`config.mk`:
```
export PLATFORM = sky130hd
export DESIGN_NAME = valve_state_decoder
export DESIGN_NICKNAME = d
export VERILOG_FILES = /design/src/valve_state_decoder_pkg.sv /design/src/decode_if.sv /design/src/valve_state_decoder.sv /design/src/valve_decode_table.sv
export VERILOG_INCLUDE_DIRS = /design/src /design/src/src
export SDC_FILE = /design/constraint.sdc
export NUM_CORES = 1
export LEC_CHECK = 0
export ABC_AREA = 1
export BUFFER_PORTS_ARGS = -buffer_cell sky130_fd_sc_hd__buf_2
export CORE_ASPECT_RATIO = 1.5
export CORE_MARGIN = 10
export CORE_UTILIZATION = 45
export CTS_CLUSTER_SIZE = 10
export DETAILED_ROUTE_END_ITERATION = 16
export PLACE_DENSITY_LB_ADDON = 0.15
export SLEW_MARGIN = 10
export SYNTH_ARGS = -nofsm -noshare
export SYNTH_HDL_FRONTEND = slang
export SYNTH_SLANG_ARGS = --single-unit
```
`constraint.sdc`:
```
create_clock -name clk_i -period 1.5 [get_ports clk_i]
set_clock_uncertainty 0.05 [all_clocks]
set_input_delay 0.3 -clock clk_i [delete_from_list [all_inputs] [get_ports clk_i]]
set_output_delay 0.3 -clock clk_i [all_outputs]
set_load 0.02 [all_outputs]
```
`src/valve_state_decoder_cfg.svh`:
```
/*
 constants for the valve state decoder: register offsets, field positions,
 reset values and decode patterns.
 assumes the includer wants plain `define macros; guard prevents re-entry.
*/
`ifndef VALVE_STATE_DECODER_CFG_SVH
`define VALVE_STATE_DECODER_CFG_SVH

// wishbone word offsets (byte addresses)
`define VSD_REG_CTRL        8'h00
`define VSD_REG_OUT_IMAGE   8'h04
`define VSD_REG_IN_IMAGE    8'h08
`define VSD_REG_STATUS      8'h0C

// control register fields
`define VSD_CTRL_VARIANT_LSB 0
`define VSD_CTRL_SAFE_LSB    4
`define VSD_CTRL_RESET       32'h0000_0000

// process output image bits
`define VSD_OUT_MAIN     0
`define VSD_OUT_UPPER    1
`define VSD_OUT_LOWER    2
`define VSD_OUT_LOCALISE 3

// valve-state bit position in the input image (offset 80)
`define VSD_IN_STATE_LSB 80
`define VSD_IN_WIDTH     84

// target patterns, written as bits one..four from msb to lsb
`define VSD_PAT_SA_CLOSED 4'hA
`define VSD_PAT_SA_OPEN   4'h1
`define VSD_PAT_V2_CLOSED 4'h8
`define VSD_PAT_V2_OPEN   4'h1
`define VSD_PAT_V2_UPPER  4'h4
`define VSD_PAT_V2_LOWER  4'hA
`define VSD_PAT_V3_CLOSED 4'hA
`define VSD_PAT_V3_OPEN   4'h1
`define VSD_PAT_V3_UPPER  4'h6
`define VSD_PAT_V3_LOWER  4'h8

`endif

```
`src/valve_state_decoder_pkg.sv`:
```
/*
 types shared by the valve state decoder modules.
 assumes nothing beyond a systemverilog compiler.
*/
package valve_state_decoder_pkg;

	typedef enum logic [1:0] {
		VARIANT_SINGLE = 2'h0,
		VARIANT_DUAL   = 2'h1,
		VARIANT_LIFT   = 2'h2,
		VARIANT_RAW    = 2'h3
	} variant_type;

	typedef enum logic [2:0] {
		IND_UNKNOWN = 3'h0,
		IND_CLOSED  = 3'h1,
		IND_OPEN    = 3'h2,
		IND_UPPER   = 3'h3,
		IND_LOWER   = 3'h4,
		IND_SENSOR  = 3'h5,
		IND_BUSFAIL = 3'h6,
		IND_FAULT   = 3'h7
	} indicator_type;

endpackage : valve_state_decoder_pkg

```
`src/decode_if.sv`:
```
/*
 carries targets and variant to the decode table and the state back.
 assumes both ends share clk_i.
*/
interface decode_if;
	logic [3:0]                          targets;
	valve_state_decoder_pkg::variant_type variant;
	logic [3:0]                          state;

	modport table_side (input targets, input variant, output state);
	modport user_side  (output targets, output variant, input state);
endinterface : decode_if

```
`src/valve_state_decoder.sv`:
```
/*
 valve state decoder top: wishbone slave, process image mapping, pilot
 gating with safety positions and top indicator code.
 assumes sensor, fault and link-loss inputs are synchronous to clk_i and
 that the controller writes the process output image over wishbone.
*/
`include "valve_state_decoder_cfg.svh"

module valve_state_decoder (
	// clock and reset
	input  wire logic        clk_i,
	input  wire logic        resetn_i,
	// wishbone slave
	input  wire logic        wb_cyc_i,
	input  wire logic        wb_stb_i,
	input  wire logic        wb_we_i,
	input  wire logic [7:0]  wb_adr_i,
	input  wire logic [3:0]  wb_sel_i,
	input  wire logic [31:0] wb_dat_i,
	output logic      [31:0] wb_dat_o,
	output logic             wb_ack_o,
	// taught target positions
	input  wire logic        target_pos_one_i,
	input  wire logic        target_pos_two_i,
	input  wire logic        target_pos_three_i,
	input  wire logic        target_pos_four_i,
	// supervision
	input  wire logic        link_lost_i,
	input  wire logic        internal_fault_i,
	input  wire logic        supply_bad_i,
	// actuators and display
	output logic             main_stroke_pilot_o,
	output logic             upper_lift_pilot_o,
	output logic             lower_lift_pilot_o,
	output logic             localise_o,
	output logic [2:0]       indicator_o
);

	typedef struct packed {
		logic [31:0]                          rdata;
		logic                                 ack;
		valve_state_decoder_pkg::variant_type variant;
		logic [2:0]                           safe_pattern;
		logic [7:0]                           process_output_image;
		logic [3:0]                           targets;
		logic                                 main;
		logic                                 upper;
		logic                                 lower;
		logic                                 localise;
		valve_state_decoder_pkg::indicator_type indicator;
	} top_state_type;

	top_state_type s_q;
	top_state_type s_d;

	logic [3:0] dec_state;
	logic [`VSD_IN_WIDTH-1:0] process_input_image;
	logic [31:0] ctrl_word;
	logic [31:0] status_word;
	logic        wb_req;
	logic [2:0]  want;
	logic [2:0]  have;

	decode_if dec ();

	assign dec.targets = s_q.targets;
	assign dec.variant = s_q.variant;
	assign dec_state   = dec.state;

	valve_decode_table u_table (
		.clk_i    (clk_i),
		.resetn_i (resetn_i),
		.dec      (dec)
	);

	// input image: sensors at 0..3, valve state at 80..83
	always_comb begin
		process_input_image = '0;
		process_input_image[0] = s_q.targets[3];
		process_input_image[1] = s_q.targets[2];
		process_input_image[2] = s_q.targets[1];
		process_input_image[3] = s_q.targets[0];
		process_input_image[`VSD_IN_STATE_LSB +: 4] = dec_state;
	end

	assign ctrl_word = {25'h0, s_q.safe_pattern, 2'h0, s_q.variant};
	assign status_word = {21'h0, s_q.indicator, 4'h0,
		internal_fault_i | supply_bad_i, link_lost_i, 2'h0};
	assign wb_req = wb_cyc_i & wb_stb_i & ~s_q.ack;

	// pilots present in each variant; single-acting has only main
	always_comb begin
		if (s_q.variant == valve_state_decoder_pkg::VARIANT_SINGLE) begin
			have = 3'h1;
		end else begin
			have = 3'h7;
		end
		// only bits 0..2 steer pilots; bits 4-7 are only read back over wishbone
		want = s_q.process_output_image[2:0] & have;
	end

	always_comb begin
		s_d = s_q;
		s_d.ack = wb_req;
		s_d.targets = {target_pos_one_i, target_pos_two_i,
			target_pos_three_i, target_pos_four_i};
		if (wb_req) begin
			if (wb_adr_i == `VSD_REG_CTRL) begin
				s_d.rdata = ctrl_word;
				if (wb_we_i && wb_sel_i[0]) begin
					s_d.variant = valve_state_decoder_pkg::variant_type'(
						wb_dat_i[`VSD_CTRL_VARIANT_LSB +: 2]);
					s_d.safe_pattern = wb_dat_i[`VSD_CTRL_SAFE_LSB +: 3];
				end
			end else if (wb_adr_i == `VSD_REG_OUT_IMAGE) begin
				s_d.rdata = {24'h0, s_q.process_output_image};
				if (wb_we_i && wb_sel_i[0]) begin
					s_d.process_output_image = wb_dat_i[7:0];
				end
			end else if (wb_adr_i == `VSD_REG_IN_IMAGE) begin
				// sensor bits low, valve state bits 80..83 placed at 19:16
				s_d.rdata = {12'h0, process_input_image[`VSD_IN_STATE_LSB +: 4],
					12'h0, process_input_image[3:0]};
			end else if (wb_adr_i == `VSD_REG_STATUS) begin
				s_d.rdata = status_word;
			end else begin
				s_d.rdata = 32'h0000_0000;
			end
		end
		// safety: fault beats link loss beats command
		if (internal_fault_i || supply_bad_i) begin
			{s_d.lower, s_d.upper, s_d.main} = 3'h0;
			s_d.localise = 1'b0;
		end else if (link_lost_i) begin
			{s_d.lower, s_d.upper, s_d.main} = s_q.safe_pattern & have;
			s_d.localise = 1'b0;
		end else begin
			{s_d.lower, s_d.upper, s_d.main} = want;
			s_d.localise = s_q.process_output_image[`VSD_OUT_LOCALISE];
		end
		// top indicator
		if (internal_fault_i || supply_bad_i) begin
			s_d.indicator = valve_state_decoder_pkg::IND_FAULT;
		end else if (link_lost_i) begin
			s_d.indicator = valve_state_decoder_pkg::IND_BUSFAIL;
		end else if (s_q.variant == valve_state_decoder_pkg::VARIANT_RAW) begin
			s_d.indicator = valve_state_decoder_pkg::IND_SENSOR;
		end else if (dec_state[0]) begin
			s_d.indicator = valve_state_decoder_pkg::IND_CLOSED;
		end else if (dec_state[1]) begin
			s_d.indicator = valve_state_decoder_pkg::IND_OPEN;
		end else if (dec_state[2]) begin
			s_d.indicator = valve_state_decoder_pkg::IND_UPPER;
		end else if (dec_state[3]) begin
			s_d.indicator = valve_state_decoder_pkg::IND_LOWER;
		end else begin
			s_d.indicator = valve_state_decoder_pkg::IND_UNKNOWN;
		end
	end

	always_ff @(posedge clk_i) begin
		if (!resetn_i) begin
			s_q <= '0;
		end else begin
			s_q <= s_d;
		end
	end

	assign wb_dat_o            = s_q.rdata;
	assign wb_ack_o            = s_q.ack;
	assign main_stroke_pilot_o = s_q.main;
	assign upper_lift_pilot_o  = s_q.upper;
	assign lower_lift_pilot_o  = s_q.lower;
	assign localise_o          = s_q.localise;
	assign indicator_o         = s_q.indicator;

endmodule : valve_state_decoder

```
`src/valve_decode_table.sv`:
```
/*
 registered decode table: maps four target bits to four valve-state bits.
 assumes targets are arranged bit one at msb down to bit four at lsb.
*/
`include "valve_state_decoder_cfg.svh"

module valve_decode_table (
	// clock and reset
	input  wire logic        clk_i,
	input  wire logic        resetn_i,
	// decode channel
	decode_if.table_side     dec
);

	typedef struct packed {
		logic [3:0] state;
	} table_state_type;

	table_state_type s_q;
	table_state_type s_d;

	always_comb begin
		s_d = s_q;
		// unmatched pattern leaves every state bit low
		s_d.state = 4'h0;
		case (dec.variant)
			valve_state_decoder_pkg::VARIANT_SINGLE: begin
				s_d.state[0] = (dec.targets == `VSD_PAT_SA_CLOSED);
				s_d.state[1] = (dec.targets == `VSD_PAT_SA_OPEN);
			end
			valve_state_decoder_pkg::VARIANT_DUAL: begin
				s_d.state[0] = (dec.targets == `VSD_PAT_V2_CLOSED);
				s_d.state[1] = (dec.targets == `VSD_PAT_V2_OPEN);
				s_d.state[2] = (dec.targets == `VSD_PAT_V2_UPPER);
				s_d.state[3] = (dec.targets == `VSD_PAT_V2_LOWER);
			end
			valve_state_decoder_pkg::VARIANT_LIFT: begin
				s_d.state[0] = (dec.targets == `VSD_PAT_V3_CLOSED);
				s_d.state[1] = (dec.targets == `VSD_PAT_V3_OPEN);
				s_d.state[2] = (dec.targets == `VSD_PAT_V3_UPPER);
				s_d.state[3] = (dec.targets == `VSD_PAT_V3_LOWER);
			end
			// raw variant leaves decoding to the controller
			default: begin
				s_d.state = 4'h0;
			end
		endcase
	end

	always_ff @(posedge clk_i) begin
		if (!resetn_i) begin
			s_q <= '0;
		end else begin
			s_q <= s_d;
		end
	end

	assign dec.state = s_q.state;

endmodule : valve_decode_table

```
* After elaboration in Yosys (flattened, before gate mapping) *
Index checks and enable logic that the tools add are counted.

operators by class
  equality and inequality tests = 11
  muxes and demuxes = 15
  bitwise logic cells = 8
  reduce and logical (&&, ||, !) cells = 9

operator list
  cell                  count
  $mux W20              3
  $mux W3               8
  $eq A8 B4 Y1 const B  2
  $mux W11              1
  $eq A4 B3 Y1 const B  2
  $eq A4 B4 Y1 const B  2
  $eq A8 B3 Y1 const B  1
  $logic_not A8 Y1      1
  $pmux W2 S2           2
  $and A3 B3 Y3         2
  $eq A2 B2 Y1 const B  2
  $eq A4 B1 Y1 const B  1
  $mux W4               1
  $reduce_and A4 Y1     1
  $reduce_or A2 Y1      2
  $not A1 Y1            3
  $reduce_and A3 Y1     1
  $reduce_or A3 Y1      1
  $and A1 B1 Y1         2
  $eq A2 B1 Y1 const B  1
  $logic_not A2 Y1      1
  $logic_and A1 B1 Y1   1
  $logic_or A1 B1 Y1    1
  $or A1 B1 Y1          1

word-level totals
  flip-flop bits (word level) = 61
  bits of input ports = 56
  output and inout port bits = 40
  logic and storage cells = 55

* Depth between registers and ports, before layout *
Gate-level depths: netlist of the first run.

  depth after elaboration = 7
  depth in mapped cells = 8
  gate-level depth less buffers = 8

* Hierarchy *
Synthesis of the first run repeated with hierarchy kept, for this count alone.

unflattened totals
  cell total of the unflattened synthesis = 307
  area total of the unflattened synthesis = 2322.2 um2

modules (own cells, without submodules)
  module               instances  cells an instance  area an instance (um2)  sequential area each (um2)
  valve_state_decoder  1          271                2047.0                  800.8
  valve_decode_table   1          36                 275.3                   80.1

* Worst setup path after synthesis of the first run *
OpenSTA, ideal clock, no wires.

  path kind = reg-to-reg
  start point = reg s_q, in the netlist wb_ack_o
  end point = reg s_q, in the netlist wb_dat_o[0]
  library setup time = 0.128 ns
  arrival time = 1.074 ns
  required time = 1.322 ns
  slack = 0.248 ns
  stages on the path, launching flop included = 7
  buffers on the path = 1
  clock period less this slack = 1.252 ns
  cells stage by stage = dfxtp_1 > nor2_8 > inv_2 > nor2_4 > buf_6 > a21oi_1 > nor2_1

on the way
  word-level cells in the longest chain between the ends = 2

ends and longest elaborated chain
  item                    RTL line                    source
  from (decl)             valve_state_decoder.sv:53   top_state_type s_q;
  from (signal assigned)  valve_state_decoder.sv:163  s_q <= '0;
  from (signal assigned)  valve_state_decoder.sv:165  s_q <= s_d;
  $not A1 Y1              valve_state_decoder.sv:89   assign wb_req = wb_cyc_i & wb_stb_i & ~s_q.ack;
  $and A1 B1 Y1           valve_state_decoder.sv:89

No other way between the ends.
A chain may end at the register's enable or synchronous reset.

* Worst setup path after layout of the first run *
  start point = reg s_q, in the netlist dec.variant[0]
  end point = reg u_table.s_q, in the netlist u_table.dec.state[1]

on the way
  word-level cells in the longest chain between the ends = 3
  elaborated cells between the ends (all ways) = 5
  classes of those cells = 2 x eq/ne; 1 x mux; 2 x reduce/logical

ends and longest elaborated chain
  item                                              RTL line                  source
  $eq A2 B2 Y1 or $logic_not A2 Y1 (tied branches)  valve_decode_table.sv:26  case (dec.variant)
  $reduce_or A2 Y1 (no line)                        -
  $pmux W2 S2 *                                     valve_decode_table.sv:26
  to (signal assigned)                              valve_decode_table.sv:52  s_q <= '0;
  to (signal assigned)                              valve_decode_table.sv:54  s_q <= s_d;
  to (decl)                                         valve_decode_table.sv:19  table_state_type s_q;

Every way passes the cells marked *; elsewhere a longest branch is shown, timed or not.

==> summary.txt, run 1 <==
Layout
  – Share of cells above drive strength 1: 24.8%
  – Register area: roughly 880 um^2
  – Post-Layout Cell Count: ~420
  – # nets final: roughly 410
  – P&R area growth vs syn: 12.0%
  – Area occupied by multi-input gates: between 1000 and 1500 um^2
  – ANT cells: 0
  – Fill cells: 524

Power and ir drop
  – Pwr dens: ~850 nW/um^2
  – Switching pwr: around 0.00056 W
  – Gate power share: under 10%
  – Int Pwr: 0.00161 W
  – LEAKAGE: approximately 1.3 nW
  – Clock network fraction of design power: between 30% and 40%
  – Total Power: approximately 0.0022 W
  – VDD IR max: 0.000434 V
  – Sw Share: about a quarter
  – Sequential share of power: about 55%

Place
  – HPWL reported at the end of detailed placement: 4.19 mm
  – Dpl cells: just over 400
  – Port Buffers: roughly 50
  – Final GP Congestion: between 0.8 and 0.9

Setup path
  – CP max stage delay: slightly above 400 ps
  – CP max-delay cell: a2111oi_0
  – CP top delay family: compound AO/OA/AOI/OAI gates
  – Critical path class: reg -> reg
  – Reg2Reg Depth: 4
  – Critical path, cell by cell: inv_1 -> ha_1 -> nor2_1 -> a2111oi_0
  – Setup crit end kind: flip-flop
  – CP Data Required Time: 1610 ps
  – Worst setup SP type: flip-flop
  – CP Buf/Inv Count: 1
  – WP depth: 4
  – CP arrival: between 1000 and 1500 ps
  – Crit Path Max Fanout: 4

Synth
  – Syn Inst Count: about 310
  – Synth Area in Simple Gates: approximately a third
  – Count of different cell masters after synthesis: 28
  – Seq/Total Area, Yosys: 38.7%
  – Post-Synth XOR/XNOR Area: 0%
  – Mapped Area: approximately 2300 um^2
  – Post-synthesis mux area share: 0%
  – Largest family of logic cells by synthesized area: simple AND/OR/NAND/NOR gates
  – Flops & latches, synth: 44
  – Syn Area/Cell: 7.31 um^2
  – Post-synthesis adder-cell area fraction: under 10%
  – Ys Warns: 0
  – Synth Area in Compound Gates: 8.04%

Floorplanning
  – Die height: 107 um
  – Die width: 78.0 um
  – Top Ports: 96
  – Initial core utilization: 46.9%
  – DIE AREA: about 8400 um^2
  – Row Count: 31
  – CORE AREA: around 4800 um^2

GRT
  – Pin count of the biggest net entering global routing: 17
  – Initial antenna violation count: 0
  – Overall Global Routing Usage: between 10% and 20%
  – First-pass GRT wire length: between 8 and 9 mm
  – Grt total ovfl: 0
  – Vias in the first global route: between 1,500 and 2,000

Routing
  – Final ANT Viol Nets: 0
  – Number of remaining DRC errors: 0
  – Final wirelength: roughly 5.2 mm
  – Initial DRC count: 59
  – Drt first pass iters: 4
  – DR vias/cell: approximately 4.6
  – Via count: around 2,000
  – Avg WL per Cell: between 10 and 15 um

Hold path
  – Worst Hold Class: in -> reg
  – WHS Path Cells: 3

STA
  – Fmax achieved: 739 MHz
  – Tmin final: between 1000 and 1500 ps
  – Fin. max-slew vios: 0
  – Period Utilization, post-route: between 90% and 100%
  – Final hold violation count: 0
  – RSZ-0062 raised after global routing: false
  – Accumulated negative setup slack: 0 ps
  – Final setup viols: 0

Clock network
  – CTS clk-pin slew, worst paths: around 80 ps
  – Clk_lat worst skew: ~290 ps
  – Post_cts resized: 0
  – Clock buffer count from CTS: 5
  – CTS tree: built
  – CTS root buf: clkbuf_8
  – Total setup buffers inserted after CTS: 0
  – H-tree depth: 2
  – CTS Sinks: 44
  – Longest Clk Path Bufs: 2
  – Hold buffer count at CTS: 0

Job
  – Max_cap viols: 0

Run status
  – Status: finished, final reports clean
[layer usage]
layer,track usage (%),vias to the layer above,part of all wire [%]
met5,0,-,0
met2,22.5,55,52
met4,6.43,0,2.4
met1,12.5,878,38
met3,4.60,9,7.5
li1,-,1012,-
[kinds of logic (layout without fill, tap and decap cells)]
family / count (synthesis) / after routing
adder cells (fa/ha/maj): 4 / 4
flip-flops: 44 / 44
other: 1 / 17
buffers and inverters: 73 / 101
AO/OA/AOI/OAI: 35 / 35
AND/OR/NAND/NOR: 154 / 154
[area by class of cell]
class | count | area share, %
multi-input combinational | 210 | 40.7
sequential | 44 | 34.6
timing repair buffer | 62 | 13.3
inverter | 31 | 4.57
clock buffer | 6 | 3.24
tap | 66 | 3.24
clock inverter | 2 | 0.393
[stage by stage]
step                      setup WS [ps]  hold WS [ps]  util [%]  instance area, um^2
final                               148           131      52.5                 2550
after global routing               9.44           125      52.5                 2550
after CTS                           154           121      52.5                 2550
after detailed placement           38.9           403      50.6                 2450
after global placement             56.8           399      50.6                 2450
after floorplan                     248           348         -                 2330
[sequential cells by signal (all words and copies together), names as in the netlist, 2 cells and up]
name and count:
indicator_o 3, s_q 8, wb_dat_o 15, u_table.dec.state 4
dec.targets 4, ctrl_word 3, dec.variant 2
[path summary, 6_finish.rpt]
path / startpoint / end / slack, ps
worst max-delay path: dec.variant[0] / u_table.dec.state[1] / 150
worst min-delay path: target_pos_one_i / dec.targets[3] / 130
worst max register to register: dec.variant[0] / u_table.dec.state[1] / 150
worst min register to register: wb_dat_o[17] / wb_dat_o[17] / 410
[Yosys cell counts]
master	instances	share of area (%)
nand2_1	61	10
dfxtp_1	44	39
nor2_1	40	6.6
buf_4	35	12
nand3_1	33	7.3
inv_1	29	4.8
a21oi_1	25	5.5
ha_1	4	2.2
nor2_2	4	1.1
buf_2	3	0.66
clkbuf_1	3	0.50
nand2_2	3	0.83
nor2_8	3	2.6
o21ai_0	3	0.66
o21ai_1	3	0.66
inv_2	2	0.33
nand2_4	2	0.99
nand4_1	2	0.55
o22ai_1	2	0.55
or2_2	2	0.55
a2111oi_0	1	0.39
a31oi_1	1	0.28
buf_6	1	0.50
conb_1	1	0.16
nand4_4	1	0.94
nor2_4	1	0.50
nor3_1	1	0.22
nor4_1	1	0.28
[power by group through the flow]
stage / logic (W) / registers, W / clock network [W]
floorplan: 0.000174 / 0.00122 / 0
global placement: 0.000214 / 0.00122 / 0
CTS: 0.000216 / 0.00119 / 0.000793
global route: 0.000239 / 0.00119 / 0.000834
detailed placement: 0.000215 / 0.00122 / 0
finish: 0.000215 / 0.00119 / 0.000769
[cell usage in the layout, fill, tap and decap left out]
master / instances
a2111oi_0: 1
a21oi_1: 25
a31oi_1: 1
buf_2: 51
buf_4: 11
clkbuf_8: 6
clkinv_2: 2
conb_1: 17
dfxtp_1: 44
ha_1: 4
inv_1: 29
inv_2: 2
nand2_1: 61
nand2_2: 3
nand2_4: 2
nand3_1: 33
nand4_1: 2
nand4_4: 1
nor2_1: 40
nor2_2: 4
nor2_4: 1
nor2_8: 3
nor3_1: 1
nor4_1: 1
o21ai_0: 3
o21ai_1: 3
o22ai_1: 2
or2_2: 2
[worst reg2reg max path, cell delays in order (launching register included)]
cell	delay, ps
dfxtp_1	350
inv_1	110
ha_1	220
nor2_1	80
a2111oi_0	410
(Power assumes the default switching activity.)
==> run 2: changes to the inputs <==
==> constraint.sdc (replaced) <==
create_clock -name clk_i -period 1.5 [get_ports clk_i]
set_clock_uncertainty 0.05 [all_clocks]
set_input_delay 0.225 -clock clk_i [delete_from_list [all_inputs] [get_ports clk_i]]
set_output_delay 0.225 -clock clk_i [all_outputs]
set_load 0.02 [all_outputs]
==> summary.txt, run 2 (synthesized netlist as in run 1, its figures left out) <==
Place
  – HPWL reported at the end of detailed placement: 4.11 mm (-1.9%)
  – Port Buffers: 51 (unchanged)
  – Final GP Congestion: 0.814 (+0.91%)
  – Placement Cell Area: 2420 um^2 (-1.5%)
  – Dpl cells: 408 (-1.2%)

Routing
  – Final wirelength: 5.32 mm (+1.8%)
  – Via count: 1,921 (-1.7%)
  – DR vias/cell: 4.63 (-0.27%)
  – Avg WL per Cell: 12.8 um (+3.2%)
  – Number of remaining DRC errors: 0 (unchanged)
  – Drt first pass iters: 4 (unchanged)
  – Initial DRC count: 52 (-12%)
  – Final ANT Viol Nets: 0 (unchanged)

Clock network
  – Total setup buffers inserted after CTS: 0 (unchanged)
  – CTS root buf: clkbuf_8
  – CTS Sinks: 44 (unchanged)
  – CTS tree: built
  – Clock buffer count from CTS: 5 (unchanged)
  – Clk_lat worst skew: 290 ps (about the same)
  – CTS clk-pin slew, worst paths: 80 ps (about the same)
  – Longest Clk Path Bufs: 2 (unchanged)
  – H-tree depth: 2 (unchanged)
  – Post_cts resized: 0 (unchanged)
  – Hold buffer count at CTS: 0 (unchanged)

Layout
  – P&R area growth vs syn: 9.85%
  – Fin util: 51.5% (-1.0 points)
  – Post-Layout Cell Count: 415 (-1.4%)
  – # nets final: 409 (-1.2%)
  – Share of cells above drive strength 1: 23.5% (-1.3 points)
  – ANT cells: 0 (unchanged)
  – Most common cell after layout, fill and taps aside: nand2_1
  – Max reg flops: 15 (unchanged)
  – Most frequent cells in the layout: nand2_1 (61), buf_2 (51), dfxtp_1 (44)
  – Final instance area: 2500 um^2 (-1.9%)
  – Fill cells: 496 (-5.3%)

STA
  – Fin. max-slew vios: 0 (unchanged)
  – Fmax achieved: 745 MHz (+0.68%)
  – Period Utilization, post-route: 89.5% (-0.61 points)
  – Final hold violation count: 0 (unchanged)
  – Tmin final: 1340 ps (-9.13 ps)
  – Final setup viols: 0 (unchanged)
  – RSZ-0062 raised after global routing: false
  – Accumulated negative setup slack: 0 ps (unchanged)

Setup path
  – Worst setup SP type: flip-flop
  – CP Data Required Time: 1630 ps (+20 ps)
  – Setup crit end kind: flip-flop
  – CP arrival: 1480 ps (+20 ps)
  – Crit Path Max Fanout: 12 (+8)
  – Critical path class: reg -> reg
  – Reg2Reg Setup Slack: 160 ps (about the same)

Power and ir drop
  – VDD IR max: 0.000559 V (+29%)
  – Pwr dens: 846 nW/um^2 (-0.93%)
  – LEAKAGE: 1.22 nW (-3.0%)
  – Total Power: 0.00211 W (-2.8%)

GRT
  – Grt total ovfl: 0 (unchanged)
  – First-pass GRT wire length: 8.65 mm (+0.80%)
  – Vias in the first global route: 1,949 (-1.5%)
  – Overall Global Routing Usage: 12.5% (-0.081 points)
  – Initial antenna violation count: 0 (unchanged)
  – Pin count of the biggest net entering global routing: 17 (unchanged)

Floorplanning
  – Die height: 107 um (unchanged)
  – Initial core utilization: 46.9% (unchanged)
  – DIE AREA: 8350 um^2 (unchanged)
  – CORE AREA: 4850 um^2 (unchanged)
  – Die width: 78.0 um (unchanged)
  – Top Ports: 96 (unchanged)
  – Row Count: 31 (unchanged)

Run status
  – Status: finished, final reports clean

Hold path
  – Worst Hold Class: in -> reg

Job
  – Max_cap viols: 0 (unchanged)
[run 2: cell types whose count changed in the layout (fill, tap and decap cells not counted)]
cell / delta
clkinvlp_4: +1
clkbuf_8: -1
clkinv_2: -1
buf_4: -5
[run 2: worst paths after layout]
kind | start | to | cells after the start
max | wb_ack_o | s_q[14] | 6
min | target_pos_three_i | dec.targets[1] | 3
max reg2reg | wb_ack_o | s_q[14] | 6
min reg2reg | wb_dat_o[3] | wb_dat_o[3] | 2
[run 2: final cells by class]
| class | count | area, um^2 | share of cell area [%] |
|---|---|---|---|
| repair buffers | 57 | 300 | 12.0 |
| clock buffers | 5 | 68.8 | 2.76 |
| clock inverters | 2 | 12.5 | 0.501 |
| multi-input cells | 210 | 1040 | 41.5 |
| flip-flops and latches | 44 | 881 | 35.3 |
| well taps | 66 | 82.6 | 3.31 |
| inverters | 31 | 116 | 4.66 |
[run 2: layer usage]
metal  share of wire, %  vias up  GRT usage, %  routed length (um)
li1                   -     1011             -                   -
met2                 52       56          22.5                2750
met1                 40      848          12.9                2130
met3                7.2        6          4.18                 382
met4                1.1        0          5.27                  57
met5                  0        -             0                   0
[run 2: per-stage QoR]
| step | setup slack (ps) | hold WS (ps) |
|---|---|---|
| finish | 157 | 56.6 |
| global route | 16.4 | 64.0 |
| CTS | 147 | 50.8 |
| detailed placement | 32.2 | 359 |
| global placement | 41.3 | 357 |
| floorplan | 248 | 273 |
[run 2: worst max-delay path, stage by stage (launching register included)]
cell     delay (ps)
dfxtp_1         360
nor2_8          120
inv_2            50
nor2_4          280
nand2_2         200
nand2_1         100
a21oi_1          60
[run 2: where the power goes]
part	switching [W]	internal [W]	total (W)	leakage, nW
logic	0.000152	0.0000624	0.000214	0.824
registers	0.0000105	0.00118	0.00119	0.357
clock network	0.000392	0.000315	0.000708	0.0400
total	0.000555	0.00156	0.00211	1.22
